## src/wdg_defs.svh

```systemverilog
// register offsets, field positions, reset values and timing counts for the watchdog
`ifndef WDG_DEFS_SVH
`define WDG_DEFS_SVH

`define OFS_KEY        8'h00
`define OFS_PRESCALER  8'h04
`define OFS_RELOAD     8'h08
`define OFS_STATUS     8'h0C
`define OFS_CONTROL    8'h10
`define OFS_THRESHOLD  8'h14

`define KEY_FEED       16'hAAAA
`define KEY_UNLOCK     16'h5555
`define KEY_START      16'hCCCC

`define ST_PRESC_BIT   0
`define ST_RELOAD_BIT  1
`define ST_THRESH_BIT  2
`define CR_IRQ_SEL_BIT 0
`define CR_IRQ_CLR_BIT 1

`define RST_PRESCALER  12'h000
`define RST_RELOAD     12'hFFF
`define RST_THRESHOLD  12'hFFF

// oscillator edges a transfer takes; limit is 5
`define XFER_TICKS     3'h3
`define XFER_LIMIT     3'h5

`endif

```

## src/wdg_pkg.sv

```systemverilog
// types shared by the watchdog design
package wdg_pkg;
   typedef enum logic [2:0] {
      WD_IDLE    = 3'b001,
      WD_RUN     = 3'b010,
      WD_EXPIRED = 3'b100
   } wd_state_type;
   typedef logic [11:0] field_type;
endpackage : wdg_pkg

```

## src/wdg_update_status.sv

```systemverilog
// independent watchdog: key unlock, config transfer tracking, down-counter
`timescale 1ns/1ps
`include "wdg_defs.svh"
module wdg_update_status
   import wdg_pkg::*;
(
   input  wire logic        REF_CLK,
   input  wire logic        SRST,
   input  wire logic        LOW_SPEED_OSC,
   input  wire logic [7:0]  ADDR,
   input  wire logic [31:0] WDATA,
   input  wire logic        WR,
   input  wire logic        RD,
   output logic      [31:0] RDATA,
   output logic             WDG_IRQ,
   output logic             WDG_RESET
);
   // oscillator sampling
   logic         osc_meta_ff;
   logic         osc_sync_ff;
   logic         osc_prev_ff;
   // bus and control state
   logic [31:0]  rdata_ff;
   logic         unlock_ff;
   logic         irq_sel_ff;
   logic         irq_ff;
   logic         rst_out_ff;
   wd_state_type state_ff;
   wd_state_type nxt_state;
   logic [11:0]  cnt_ff;
   logic [7:0]   ps_ff;
   // per-field transfer tracking, 0 prescaler, 1 reload, 2 threshold
   field_type    fld_shadow [3];
   field_type    fld_active [3];
   logic [2:0]   fld_pending;
   logic [2:0]   fld_wr;

   // address decode and key commands
   wire          osc_tick   = osc_sync_ff & ~osc_prev_ff;
   wire          sel_key    = (ADDR == `OFS_KEY);
   wire          sel_presc  = (ADDR == `OFS_PRESCALER);
   wire          sel_reload = (ADDR == `OFS_RELOAD);
   wire          sel_status = (ADDR == `OFS_STATUS);
   wire          sel_ctrl   = (ADDR == `OFS_CONTROL);
   wire          sel_thresh = (ADDR == `OFS_THRESHOLD);
   // status has no write path at all, so software never touches the flags
   wire          wr_key     = WR & sel_key;
   wire [15:0]   key        = WDATA[15:0];
   wire          key_feed   = wr_key & (key == `KEY_FEED);
   wire          key_unlock = wr_key & (key == `KEY_UNLOCK);
   wire          key_start  = wr_key & (key == `KEY_START);
   wire          wr_ctrl    = WR & sel_ctrl;
   wire          wr_presc   = WR & unlock_ff & sel_presc;
   wire          wr_reload  = WR & unlock_ff & sel_reload;
   wire          wr_thresh  = WR & unlock_ff & sel_thresh;
   wire          wr_irq_sel = wr_ctrl & unlock_ff;
   wire          irq_clr    = wr_ctrl & WDATA[`CR_IRQ_CLR_BIT];
   wire [11:0]   wdata12    = WDATA[11:0];
   wire [11:0]   wdata_pr   = {9'h000, WDATA[2:0]};

   assign fld_wr = {wr_thresh, wr_reload, wr_presc};

   // one tracker per protected field
   genvar g;
   generate
      for (g = 0; g < 3; g++) begin : g_fld
         localparam field_type RV = (g == 0) ? `RST_PRESCALER :
                                    (g == 1) ? `RST_RELOAD : `RST_THRESHOLD;
         wdg_xfer_track #(.RST_VAL(RV)) u_track (
            .clk     (REF_CLK),
            .srst    (SRST),
            .wr      (fld_wr[g]),
            .wdata   ((g == 0) ? wdata_pr : wdata12),
            .tick    (osc_tick),
            .shadow  (fld_shadow[g]),
            .active  (fld_active[g]),
            .pending (fld_pending[g])
         );
      end
   endgenerate

   // prescaler divide: 4 << sel, saturating at 256
   wire [2:0]    psel     = fld_active[0][2:0];
   wire [2:0]    psel_sat = (psel > 3'h6) ? 3'h6 : psel;
   wire [8:0]    div      = 9'h004 << psel_sat;
   wire [7:0]    ps_last  = 8'(div - 9'h001);
   wire          running  = (state_ff == WD_RUN);
   // at-or-past the last count, so a smaller divider chosen mid-period cannot wrap
   wire          dec      = running & osc_tick & (ps_ff >= ps_last);
   wire [11:0]   cnt_dec  = cnt_ff - 12'h001;
   wire          hit_thr  = dec & (cnt_dec == fld_active[2]);
   wire          hit_zero = dec & (cnt_dec == 12'h000);
   wire          refill   = key_feed | (hit_zero & irq_sel_ff);

   // read mux; status bits come only from the trackers, rest read zero
   wire [31:0]   status_w = {29'h0, fld_pending[2], fld_pending[1], fld_pending[0]};
   wire [31:0]   rd_mux   =
      sel_presc  ? {20'h0, fld_shadow[0]} :
      sel_reload ? {20'h0, fld_shadow[1]} :
      sel_status ? status_w :
      sel_ctrl   ? {31'h0, irq_sel_ff} :
      sel_thresh ? {20'h0, fld_shadow[2]} : 32'h0;

   // next watchdog state; a feed on the very cycle of zero wins over expiry
   always_comb begin
      nxt_state = state_ff;
      case (state_ff)
         WD_IDLE: begin
            if (key_start) begin
               nxt_state = WD_RUN;
            end
         end
         WD_RUN: begin
            if (hit_zero && !irq_sel_ff && !key_feed) begin
               nxt_state = WD_EXPIRED;
            end
         end
         WD_EXPIRED: nxt_state = WD_EXPIRED;
         default:    nxt_state = WD_IDLE;
      endcase
   end

   // two flops on the free-running oscillator pin before any logic reads it
   always_ff @(posedge REF_CLK) begin
      if (SRST) begin
         osc_meta_ff <= 1'b0;
         osc_sync_ff <= 1'b0;
      end else begin
         osc_meta_ff <= LOW_SPEED_OSC;
         osc_sync_ff <= osc_meta_ff;
      end
   end

   // last synced level for edge detection; only the second flop feeds it
   always_ff @(posedge REF_CLK) begin
      if (SRST) begin
         osc_prev_ff <= 1'b0;
      end else begin
         osc_prev_ff <= osc_sync_ff;
      end
   end

   // any key other than unlock closes the protection again
   always_ff @(posedge REF_CLK) begin
      if (SRST) begin
         unlock_ff <= 1'b0;
      end else if (wr_key) begin
         unlock_ff <= key_unlock;
      end
   end

   // overflow action select, writable only while unlocked
   always_ff @(posedge REF_CLK) begin
      if (SRST) begin
         irq_sel_ff <= 1'b0;
      end else if (wr_irq_sel) begin
         irq_sel_ff <= WDATA[`CR_IRQ_SEL_BIT];
      end
   end

   // read data stands one cycle, zero otherwise, so no stale word lingers
   always_ff @(posedge REF_CLK) begin
      if (SRST) begin
         rdata_ff <= 32'h0;
      end else begin
         rdata_ff <= RD ? rd_mux : 32'h0;
      end
   end

   // watchdog state register
   always_ff @(posedge REF_CLK) begin
      if (SRST) begin
         state_ff <= WD_IDLE;
      end else begin
         state_ff <= nxt_state;
      end
   end

   // down-counter; feeding takes the transferred reload value, not the shadow
   always_ff @(posedge REF_CLK) begin
      if (SRST) begin
         cnt_ff <= `RST_RELOAD;
      end else if (refill) begin
         cnt_ff <= fld_active[1];
      end else if (dec) begin
         cnt_ff <= cnt_dec;
      end
   end

   // prescaler count restarts on every refill so a feed buys a full period
   always_ff @(posedge REF_CLK) begin
      if (SRST) begin
         ps_ff <= 8'h00;
      end else if (refill || dec) begin
         ps_ff <= 8'h00;
      end else if (running && osc_tick) begin
         ps_ff <= ps_ff + 8'h01;
      end
   end

   // interrupt flag: a new event wins over a clear in the same cycle
   always_ff @(posedge REF_CLK) begin
      if (SRST) begin
         irq_ff <= 1'b0;
      end else if (hit_thr || (hit_zero && irq_sel_ff)) begin
         irq_ff <= 1'b1;
      end else if (irq_clr) begin
         irq_ff <= 1'b0;
      end
   end

   // reset request holds until the next system reset
   always_ff @(posedge REF_CLK) begin
      if (SRST) begin
         rst_out_ff <= 1'b0;
      end else begin
         rst_out_ff <= (nxt_state == WD_EXPIRED);
      end
   end

   assign RDATA     = rdata_ff;
   assign WDG_IRQ   = irq_ff;
   assign WDG_RESET = rst_out_ff;
endmodule : wdg_update_status

```

## src/wdg_xfer_track.sv

```systemverilog
// one configuration field moving into the oscillator-counted domain
`timescale 1ns/1ps
`include "wdg_defs.svh"
module wdg_xfer_track
   import wdg_pkg::*;
#(
   parameter field_type RST_VAL = 12'h000
) (
   input  wire logic      clk,
   input  wire logic      srst,
   input  wire logic      wr,
   input  wire field_type wdata,
   input  wire logic      tick,
   output field_type      shadow,
   output field_type      active,
   output logic           pending
);
   field_type  shadow_ff;
   field_type  active_ff;
   logic       pend_ff;
   logic [2:0] cnt_ff;
   wire        done = pend_ff & tick & (cnt_ff == `XFER_TICKS - 3'h1);

   // a new write restarts the count so the newest value always lands
   always_ff @(posedge clk) begin
      if (srst) begin
         shadow_ff <= RST_VAL;
         active_ff <= RST_VAL;
         pend_ff   <= 1'b0;
         cnt_ff    <= 3'h0;
      end else if (wr) begin
         shadow_ff <= wdata;
         pend_ff   <= 1'b1;
         cnt_ff    <= 3'h0;
      end else if (done) begin
         active_ff <= shadow_ff;
         pend_ff   <= 1'b0;
         cnt_ff    <= 3'h0;
      end else if (pend_ff && tick) begin
         cnt_ff    <= cnt_ff + 3'h1;
      end
   end

   assign shadow  = shadow_ff;
   assign active  = active_ff;
   assign pending = pend_ff;
endmodule : wdg_xfer_track

```

## config.mk

```make
export PLATFORM = sky130hd
export DESIGN_NAME = wdg_update_status
export DESIGN_NICKNAME = d
export VERILOG_FILES = /design/src/wdg_pkg.sv /design/src/wdg_update_status.sv /design/src/wdg_xfer_track.sv
export VERILOG_INCLUDE_DIRS = /design/src /design/src/src
export SDC_FILE = /design/constraint.sdc
export NUM_CORES = 1
export LEC_CHECK = 0
export BUFFER_PORTS_ARGS = -buffer_cell sky130_fd_sc_hd__buf_2
export CAP_MARGIN = 30
export CELL_PAD_IN_SITES_DETAIL_PLACEMENT = 0
export CELL_PAD_IN_SITES_GLOBAL_PLACEMENT = 1
export CORE_ASPECT_RATIO = 0.7
export CORE_MARGIN = 8
export CORE_UTILIZATION = 40
export CTS_CLUSTER_DIAMETER = 100
export DETAILED_ROUTE_END_ITERATION = 8
export GPL_ROUTABILITY_DRIVEN = 0
export PLACE_DENSITY_LB_ADDON = 0.1
export SYNTH_ARGS = -nofsm -noshare
export SYNTH_HDL_FRONTEND = slang
export SYNTH_SLANG_ARGS = --single-unit
```

## constraint.sdc

```tcl
create_clock -name REF_CLK -period 3.5 [get_ports REF_CLK]
set_input_delay 0.7 -clock REF_CLK [delete_from_list [all_inputs] [get_ports REF_CLK]]
set_output_delay 0.7 -clock REF_CLK [all_outputs]
set_load 0.02 [all_outputs]
```

==> results of run 1 <==
-- metrics by stage --
stage | utilization, % | cells | cell area [um2] | setup WS [ns]
CTS | 45.30 | 842 | 5951 | 0.9063
finish | 45.30 | 842 | 5951 | 0.9031
global route | 45.30 | 842 | 5951 | 0.7096
floorplan | - | 662 | 5446 | 1.238
global placement | 42.88 | 826 | 5633 | 0.8413
detailed placement | 42.88 | 826 | 5633 | 0.8360
-- worst max-delay path, cell delays in order (launching register included) --
cell,delay [ns]
dfxtp_1,0.40
inv_1,0.13
ha_1,0.30
or3b_4,0.44
o21ai_0,0.28
nand4_1,0.14
nor4_1,0.37
a21oi_2,0.21
a2bb2oi_1,0.18
-- state kept, by name, summed over array words and instances (netlist names), 3 cells and up --
signal and count:
cnt_ff 12, ps_ff 8, g_fld.u_track.active 27, state_ff 3
g_fld.u_track.cnt_ff 9, RDATA 12, g_fld.u_track.pending 3, g_fld.u_track.shadow 27
-- kinds of logic (layout without fill, tap and decap cells) --
group	Yosys count	count (layout)	synth area share, %
AOI/OAI and AO/OA	78	78	10.10
xor gates and xnor gates	34	34	5.540
adders and majority gates	15	15	3.492
buffers and inverters	62	76	6.122
DFF	108	108	40.22
muxes	26	26	4.865
other	1	20	0.06977
and+or+nand+nor	319	319	29.59
-- synthesized netlist by cell type, drive strengths merged, types with 2 or more instances --
| library cell | n |
|---|---|
| o2111ai | 2 |
| clkbuf | 22 |
| a211oi | 4 |
| inv | 9 |
| nor4 | 7 |
| a31oi | 2 |
| nor2 | 66 |
| nand4 | 7 |
| nor3 | 17 |
| nor2b | 12 |
| nand3b | 5 |
| and3 | 3 |
| nor4bb | 5 |
| nand3 | 47 |
| buf | 30 |
| nand2b | 3 |
| ha | 15 |
| or3 | 3 |
| o21ai | 14 |
| dfxtp | 108 |
| and2 | 7 |
| mux2i | 25 |
| a22o | 2 |
| xor2 | 13 |
| or2 | 3 |
| nand4bb | 2 |
| nor3b | 6 |
| nand2 | 112 |
| and3b | 4 |
| a2bb2oi | 8 |
| o21a | 7 |
| a22oi | 11 |
| a21oi | 18 |
| a2111oi | 2 |
| or4 | 4 |
| o211ai | 2 |
| xnor2 | 21 |
| nand4b | 2 |
-- layout make-up --
| type | instances | area [um2] |
|---|---|---|
| Fill cell | 1306 | 7187 |
| Multi-Input combinational cell | 492 | 2955 |
| Sequential cell | 108 | 2162 |
| Timing Repair Buffer | 50 | 270.3 |
| Clock buffer | 9 | 225.2 |
| Tap cell | 166 | 207.7 |
| Clock inverter | 7 | 92.59 |
| Inverter | 10 | 37.54 |
-- layer usage --
| layer | share of wire (%) | up-vias | track usage (%) |
|---|---|---|---|
| met2 | 41 | 105 | 24.68 |
| li1 | - | 2234 | - |
| met3 | 4.5 | 9 | 3.427 |
| met4 | 0.56 | 0 | 3.643 |
| met5 | 0 | - | 0 |
| met1 | 54 | 2090 | 25.43 |
-- path summary, 6_finish.rpt --
kind	startpoint	slack (ns)	to	depth (start not counted)
worst max-delay path	cnt_ff[0]$_SDFFE_PP1P_	0.90	cnt_ff[8]$_SDFFE_PP1P_	8
worst min-delay path	osc_meta_ff$_SDFF_PP0_	0.44	osc_sync_ff$_SDFF_PP0_	1
worst max register to register	cnt_ff[0]$_SDFFE_PP1P_	0.90	cnt_ff[8]$_SDFFE_PP1P_	8
worst min register to register	osc_meta_ff$_SDFF_PP0_	0.44	osc_sync_ff$_SDFF_PP0_	1
-- power by group --
group | internal (uW) | switching, uW | total [uW]
combinational | 25.6 | 70.1 | 95.7
sequential | 1230 | 0.362 | 1230
clock | 573 | 506 | 1080
==> results.tsv, run 1 <==
stage	metric	value	unit
run_status	outcome	finished, final reports clean	
sta	fmax	0.3851	GHz
setup_path	CP Launch Type	register	
yosys	Seq/Total Area, Yosys	40.22	%
clock_tree	deepest clock path buffer count	2	
sta	RSZ-0062 raised after global routing	false	
drt	Residual DRC	0	
setup_path	crit-path max FO	8	
sta	Tmin final	2.597	ns
cells_and_area	share of cells above drive strength 1	12.13	%
hold_path	HP Class	reg -> reg	
die	overall die height	113.0	um
power	Power Density	404.0	nW/um2
sta	actual slew at the worst max-slew pin	0.5990	ns
sta	Final setup viols	0	
yosys	Cell Area, Synth	5375	um2
drt	WL per Instance	17.10	um
yosys	synth warn	0	
setup_path	Crit. End Element	register	
global_route	first-pass GRT wire length	23940	um
clock_tree	Worst-path clk slew	0.08	ns
yosys	unique cell type count in the Yosys netlist	64	
clock_tree	total CTS buffers	9	
yosys	syn_area_per_cell	8.359	um2
drt	Iteration-0 DRC Markers	377	
global_route	initial antenna violation count	0	
cells_and_area	area grow syn2layout	10.71	%
sta	Worst slew margin	59.92	%
power	P_leak	0.002378	uW
flow_run	number of max-cap violations	0	
clock_tree	H-Tree Depth	3	
die	core area	13140	um2
drt	vias post-DR	4438	
yosys	Synth Register Bits	108	
yosys	asr flop ratio synth	0	%
power	total power	2404	uW
yosys	area leader, netlist	dfxtp_1	
global_route	GRT Util Overall	17.09	%
global_route	largest net degree at the start of global routing	53	
die	Die ar.	17460	um2
sta	max-slew violation count	0	
die	Initial Utilization	40.91	%
setup_path	Critical Path RT	3.71	ns
clock_tree	cts repair resizes	0	
die	chip width	154.6	um
setup_path	CP arrival	2.81	ns
sta	Final Hold Fails	0	
drt	remaining antenna violation count	0	
setup_path	critical path class	reg -> reg	
sta	hold_ws	0.4386	ns
sta	clk_skew	0.009968	ns
drt	drt first pass iters	7	
sta	setup TNS	0	ns
yosys	post-synth top area share	40.22	%
yosys	Main synth FF type	dfxtp_1	
clock_tree	worst skew pair latency	0.35	ns
yosys	top cells by area, synth	dfxtp_1, nand2_1, mux2i_1, nor2_1, nand3_1	
sta	Final period util	74.20	%
drt	DR vias/cell	5.271	
clock_tree	CTS sink cnt	108	
placed_design	Final HPWL DP	10740	um
clock_tree	TritonCTS clock tree	done	
drt	final wirelength	14400	um
power	VDD IR-drop max	0.2726	mV
cells_and_area	highest-count cells in the layout ignoring fill and taps	nand2_1, dfxtp_1, nor2_1, nand3_1, buf_2	
die	row count	35	
clock_tree	clk root buf	clkbuf_16	
die	IO Pins	79	
yosys	post-synthesis instance total	643	
cells_and_area	most common cell after layout, fill and taps aside	nand2_1	
global_route	vias in the first global route	4400	
cells_and_area	n_diodes	0	
global_route	grt total ovfl	0	
yosys	Post-synth EDFFs	0	
clock_tree	hold_buf cts	0	
placed_design	PortBufs	42	
cells_and_area	Final Net Count	731	
clock_tree	post-CTS setup buffers	0	
(Power assumes the default switching activity.)
==> run 2: changes to the inputs <==
==> constraint.sdc (replaced) <==
create_clock -name REF_CLK -period 2.72 [get_ports REF_CLK]
set_input_delay 0.544 -clock REF_CLK [delete_from_list [all_inputs] [get_ports REF_CLK]]
set_output_delay 0.544 -clock REF_CLK [all_outputs]
set_load 0.02 [all_outputs]
==> run 2 against run 1 <==
Compared with the run above:
- global-route usage decreased by 0.34 points
- final cell count grew 0.59%
- highest routed layer unchanged
- largest power group unchanged
- wire length down 0.11%
- combinational power grew 32%
- flip-flop and latch count did not move
==> results.tsv, run 2 (same netlist as run 1, synthesis figures left out) <==
stage	metric	value	unit
sta	Final setup viols	0	
clock_tree	TritonCTS clock tree	done	
clock_tree	post-CTS setup buffers	0	
global_route	grt total ovfl	0	
sta	Tmin final	2.464	ns
drt	final wirelength	14380	um
placed_design	Final HPWL DP	10780	um
setup_path	RR Endpoint	cnt_ff[8]$_SDFFE_PP1P_	
cells_and_area	most common cell after layout, fill and taps aside	nand2_1	
sta	actual slew at the worst max-slew pin	0.9074	ns
flow_run	number of max-cap violations	0	
cells_and_area	Final Net Count	736	
sta	clk_skew	0.01365	ns
cells_and_area	area grow syn2layout	11.59	%
die	Initial Utilization	40.91	%
drt	WL per Instance	16.98	um
drt	remaining antenna violation count	0	
die	chip width	154.6	um
cells_and_area	n_diodes	0	
global_route	GRT Util Overall	16.75	%
global_route	initial antenna violation count	0	
power	VDD IR-drop max	0.3043	mV
setup_path	CP Launch Type	register	
global_route	first-pass GRT wire length	23400	um
clock_tree	cts repair resizes	0	
sta	Worst slew margin	39.28	%
power	Power Density	519.9	nW/um2
setup_path	Worst Reg-to-Reg Cells	8	
setup_path	Crit. End Element	register	
drt	DR vias/cell	5.230	
clock_tree	Worst-path clk slew	0.08	ns
setup_path	R2R Path Start	cnt_ff[0]$_SDFFE_PP1P_	
sta	Final period util	90.58	%
setup_path	r2r setup slk	0.26	ns
run_status	outcome	finished, final reports clean	
setup_path	CP arrival	2.67	ns
setup_path	critical path class	reg -> reg	
drt	Iteration-0 DRC Markers	319	
die	IO Pins	79	
clock_tree	H-Tree Depth	3	
global_route	largest net degree at the start of global routing	52	
die	overall die height	113.0	um
hold_path	Hold Path Sink	osc_meta_ff$_SDFF_PP0_	
cells_and_area	highest-count cells in the layout ignoring fill and taps	nand2_1, dfxtp_1, nor2_1, nand3_1, buf_2	
cells_and_area	final cell count without fillers	847	
setup_path	crit-path max FO	7	
cells_and_area	share of cells above drive strength 1	12.78	%
die	core area	13140	um2
sta	Final Hold Fails	0	
hold_path	HP Class	in -> reg	
power	total power	3118	uW
clock_tree	hold_buf cts	0	
global_route	vias in the first global route	4287	
drt	Residual DRC	0	
clock_tree	deepest clock path buffer count	2	
sta	max-slew violation count	0	
drt	vias post-DR	4430	
die	row count	35	
hold_path	HP Start	LOW_SPEED_OSC	
sta	fmax	0.4059	GHz
clock_tree	CTS sink cnt	108	
placed_design	PortBufs	42	
die	Die ar.	17460	um2
placed_design	placed cells	831	
clock_tree	clk root buf	clkbuf_16	
hold_path	Worst Hold Depth	2	
clock_tree	total CTS buffers	9	
sta	setup TNS	0	ns
clock_tree	worst skew pair latency	0.36	ns
sta	hold_ws	0.4016	ns
sta	RSZ-0062 raised after global routing	false	
power	P_leak	0.002411	uW
drt	drt first pass iters	5	
setup_path	Critical Path RT	2.93	ns
[run 2: cell types whose count changed in the layout (fill, tap and decap cells not counted)]
cell,previous run,this run
buf_4,8,13
clkinv_4,1,2
clkinv_8,1,2
clkinvlp_4,2,0
[run 2: stage by stage]
stage | instance area, um2 | utilization [%] | setup slack (ns)
after floorplan | 5446 | - | 0.4911
after global placement | 5670 | 43.16 | 0.3026
after detailed placement | 5670 | 43.16 | 0.2568
after CTS | 5998 | 45.66 | 0.2670
after global routing | 5998 | 45.66 | 0.05578
final | 5998 | 45.66 | 0.2563
[run 2: power by group]
group          internal, uW  switching [uW]  total [uW]
combinational          34.2            91.4         126
clock                   747             664        1410
sequential             1580           0.491        1580
total                  2360             756        3120
[run 2: worst max path at each step]
stage,slack (ns),to,startpoint
floorplan,0.49,cnt_ff[0]$_SDFFE_PP1P_,cnt_ff[0]$_SDFFE_PP1P_
global placement,0.30,cnt_ff[3]$_SDFFE_PP1P_,cnt_ff[0]$_SDFFE_PP1P_
detailed placement,0.26,cnt_ff[5]$_SDFFE_PP1P_,cnt_ff[0]$_SDFFE_PP1P_
CTS,0.27,cnt_ff[5]$_SDFFE_PP1P_,cnt_ff[0]$_SDFFE_PP1P_
global route,0.06,cnt_ff[3]$_SDFFE_PP1P_,cnt_ff[0]$_SDFFE_PP1P_
finish,0.26,cnt_ff[8]$_SDFFE_PP1P_,cnt_ff[0]$_SDFFE_PP1P_
[run 2: layout make-up]
type	count	area, um2
inverter	10	37.54
clock buffer	9	225.2
fill	1357	7139
multi-input combinational	492	2955
clock inverter	7	102.6
tap	166	207.7
timing repair buffer	55	307.8
sequential	108	2162
[run 2: layer usage]
metal | part of all wire (%) | global-route usage [%]
met5 | 0 | 0
met4 | 0.74 | 2.993
met3 | 4.8 | 3.503
met2 | 41 | 24.62
met1 | 54 | 24.69
[run 2: worst max-delay path: stages (launching register included)]
cell and delay [ns]:
dfxtp_1 0.32, inv_1 0.09, ha_1 0.29, or3b_4 0.44, o21ai_0 0.30, nand4_1 0.14, nor4_1 0.37, a21oi_2 0.21
a2bb2oi_1 0.17
==> run 3: changes to the inputs <==
--- a/config.mk
+++ b/config.mk
@@ -19,4 +19,5 @@
 export PLACE_DENSITY_LB_ADDON = 0.1
 export SYNTH_ARGS = -nofsm -noshare
 export SYNTH_HDL_FRONTEND = slang
+export SYNTH_HIERARCHICAL = 1
 export SYNTH_SLANG_ARGS = --single-unit
==> run 3 against run 2 <==
Compared with the run above:
- fmax fell by 4.0%
- sequential share of layout area fell by 3.6 points
- hold slack got worse by 0.057 ns
- clock-buffer cell count rose by 13
- sequential power rose by 9%
- critical path depth did not move
- first-iteration DRC count rose by 4.1%
- synthesized cell count rose by 2.5%
- area after synthesis rose by 13%
- clock power rose by 69%
- largest power group is now the clock network
- highest routed layer unchanged
==> results.tsv, run 3 <==
stage	metric	value	unit
sta	max-slew violation count	0	
setup_path	critical path launch point	cnt_ff[0]$_SDFFE_PP1P_	
drt	DR vias/cell	5.402	
cells_and_area	area grow syn2layout	18.48	%
power	total power	4226	uW
clock_tree	worst skew pair latency	0.41	ns
cells_and_area	Final Net Count	781	
yosys	Cell Area, Synth	6092	um2
power	VDD IR-drop max	0.4652	mV
placed_design	worst slack, placed	-0.1418	ns
clock_tree	deepest clock path buffer count	2	
cells_and_area	highest-count cells in the layout ignoring fill and taps	dfxtp_1, nor2_1, nor2b_1, a211o_1, buf_2	
clock_tree	clk root buf	clkbuf_16	
clock_tree	total CTS buffers	17	
global_route	initial antenna violation count	0	
sta	Final setup viols	0	
power	Power Density	585.4	nW/um2
die	overall die height	119.3	um
hold_path	Worst Hold Depth	2	
die	core area	14810	um2
global_route	GRT Util Overall	16.75	%
sta	clk_skew	0.01149	ns
setup_path	RR Endpoint	WDG_RESET$_SDFF_PP0_	
drt	Residual DRC	0	
sta	RSZ-0062 raised after global routing	false	
setup_path	critical path class	reg -> reg	
sta	Tmin final	2.567	ns
drt	remaining antenna violation count	0	
sta	actual slew at the worst max-slew pin	0.6642	ns
global_route	grt total ovfl	0	
clock_tree	hold_buf cts	0	
setup_path	CP arrival	2.88	ns
cells_and_area	most common cell after layout, fill and taps aside	dfxtp_1	
cells_and_area	max reg flops	36	
die	chip width	163.5	um
global_route	first-pass GRT wire length	26060	um
hold_path	HP Class	in -> reg	
power	P_leak	0.002767	uW
global_route	vias in the first global route	4889	
cells_and_area	final cell count without fillers	928	
hold_path	Hold Path Sink	osc_meta_ff$_SDFF_PP0_	
drt	Iteration-0 DRC Markers	332	
die	Initial Utilization	41.12	%
setup_path	crit-path max FO	13	
yosys	post-synthesis instance total	659	
global_route	largest net degree at the start of global routing	103	
cells_and_area	n_diodes	0	
sta	Final Hold Fails	0	
clock_tree	CTS sink cnt	117	
die	IO Pins	79	
drt	vias post-DR	5013	
drt	final wirelength	16070	um
hold_path	HP Start	LOW_SPEED_OSC	
sta	fin worst setup slack	0.1530	ns
cells_and_area	share of cells above drive strength 1	18.69	%
yosys	syn_area_per_cell	9.244	um2
yosys	synth warn	6	
setup_path	R2R Path Start	cnt_ff[0]$_SDFFE_PP1P_	
placed_design	PortBufs	42	
drt	WL per Instance	17.32	um
placed_design	placed cells	896	
clock_tree	Worst-path clk slew	0.06	ns
clock_tree	H-Tree Depth	4	
setup_path	Crit. End Element	register	
sta	Final period util	94.37	%
drt	drt first pass iters	7	
clock_tree	TritonCTS clock tree	done	
setup_path	Worst Reg-to-Reg Cells	8	
die	Die ar.	19500	um2
sta	Worst slew margin	55.12	%
flow_run	number of max-cap violations	0	
run_status	outcome	finished, final reports clean	
setup_path	Critical Path RT	3.03	ns
placed_design	Final HPWL DP	11700	um
sta	fmax	0.3896	GHz
setup_path	r2r setup slk	0.15	ns
setup_path	CP Launch Type	register	
die	row count	37	
run 3: cell count changes in the layout (fill, tap and decap cells not counted), sizes merged, moves of 10 or more:
cell / delta
nand2: -91
a211o: +50
nor2b: +40
nand3: -30
buf: +26
clkbuf: +13
nor2: +12
a22oi: -11
mux2i: +10
run 3: report_power, final:
group / switching, uW / internal [uW]
combinational: 93.5 / 32.8
clock: 786 / 1600
sequential: 0.501 / 1720
total: 880 / 3350
run 3: metrics by stage:
step	hold WS (ns)	setup TNS (ns)	cell area [um2]	utilization, %
2_1_floorplan	0.4138	-0.1377	6226	-
3_3_place_gp	0.4232	-0.4732	6584	44.44
6_report	0.3443	0	7218	48.72
5_1_grt	0.3399	0	7218	48.72
4_1_cts	0.3296	0	7208	48.66
3_5_place_dp	0.4212	-0.7648	6584	44.44
run 3: worst max path at each step:
| stage | end | cells past startpoint |
|---|---|---|
| after global routing | WDG_IRQ$_SDFFE_PP0P_ | 8 |
| after detailed placement | g_fld[1].u_track/active[6]$_SDFFE_PP1P_ | 8 |
| after global placement | g_fld[1].u_track/active[6]$_SDFFE_PP1P_ | 8 |
| after CTS | WDG_IRQ$_SDFFE_PP0P_ | 7 |
| final | WDG_RESET$_SDFF_PP0_ | 8 |
| after floorplan | g_fld[1].u_track/active[6]$_SDFFE_PP1P_ | 8 |
run 3: layout make-up:
| cell class | count | area (um2) |
|---|---|---|
| inverters | 10 | 37.54 |
| clock inverters | 9 | 150.1 |
| clock buffers | 22 | 474.2 |
| repair buffers | 81 | 543.0 |
| well taps | 195 | 244.0 |
| flip-flops and latches | 117 | 2342 |
| multi-input cells | 494 | 3427 |
| fillers | 1436 | 7596 |
run 3: per-layer routing:
metal | share of wire [%] | vias to the layer above | global-route usage, %
met1 | 50 | 2411 | 23.82
met3 | 5.8 | 13 | 4.129
met4 | 1.1 | 0 | 4.304
met2 | 43 | 140 | 24.74
met5 | 0 | - | 0
li1 | - | 2449 | -
run 3: repair_timing:
action                                  CTS  global route
resized for setup                         0             1
endpoints found under the setup margin    0             1
buffers inserted                          0             1
run 3: worst max-delay path: stages, from the launching register on:
cell	delay [ns]
dfxtp_1	0.32
buf_4	0.19
nor4_2	0.34
nand4_1	0.23
buf_4	0.21
xor2_1	0.14
nand4_1	0.20
or4_1	0.58
a211oi_1	0.26
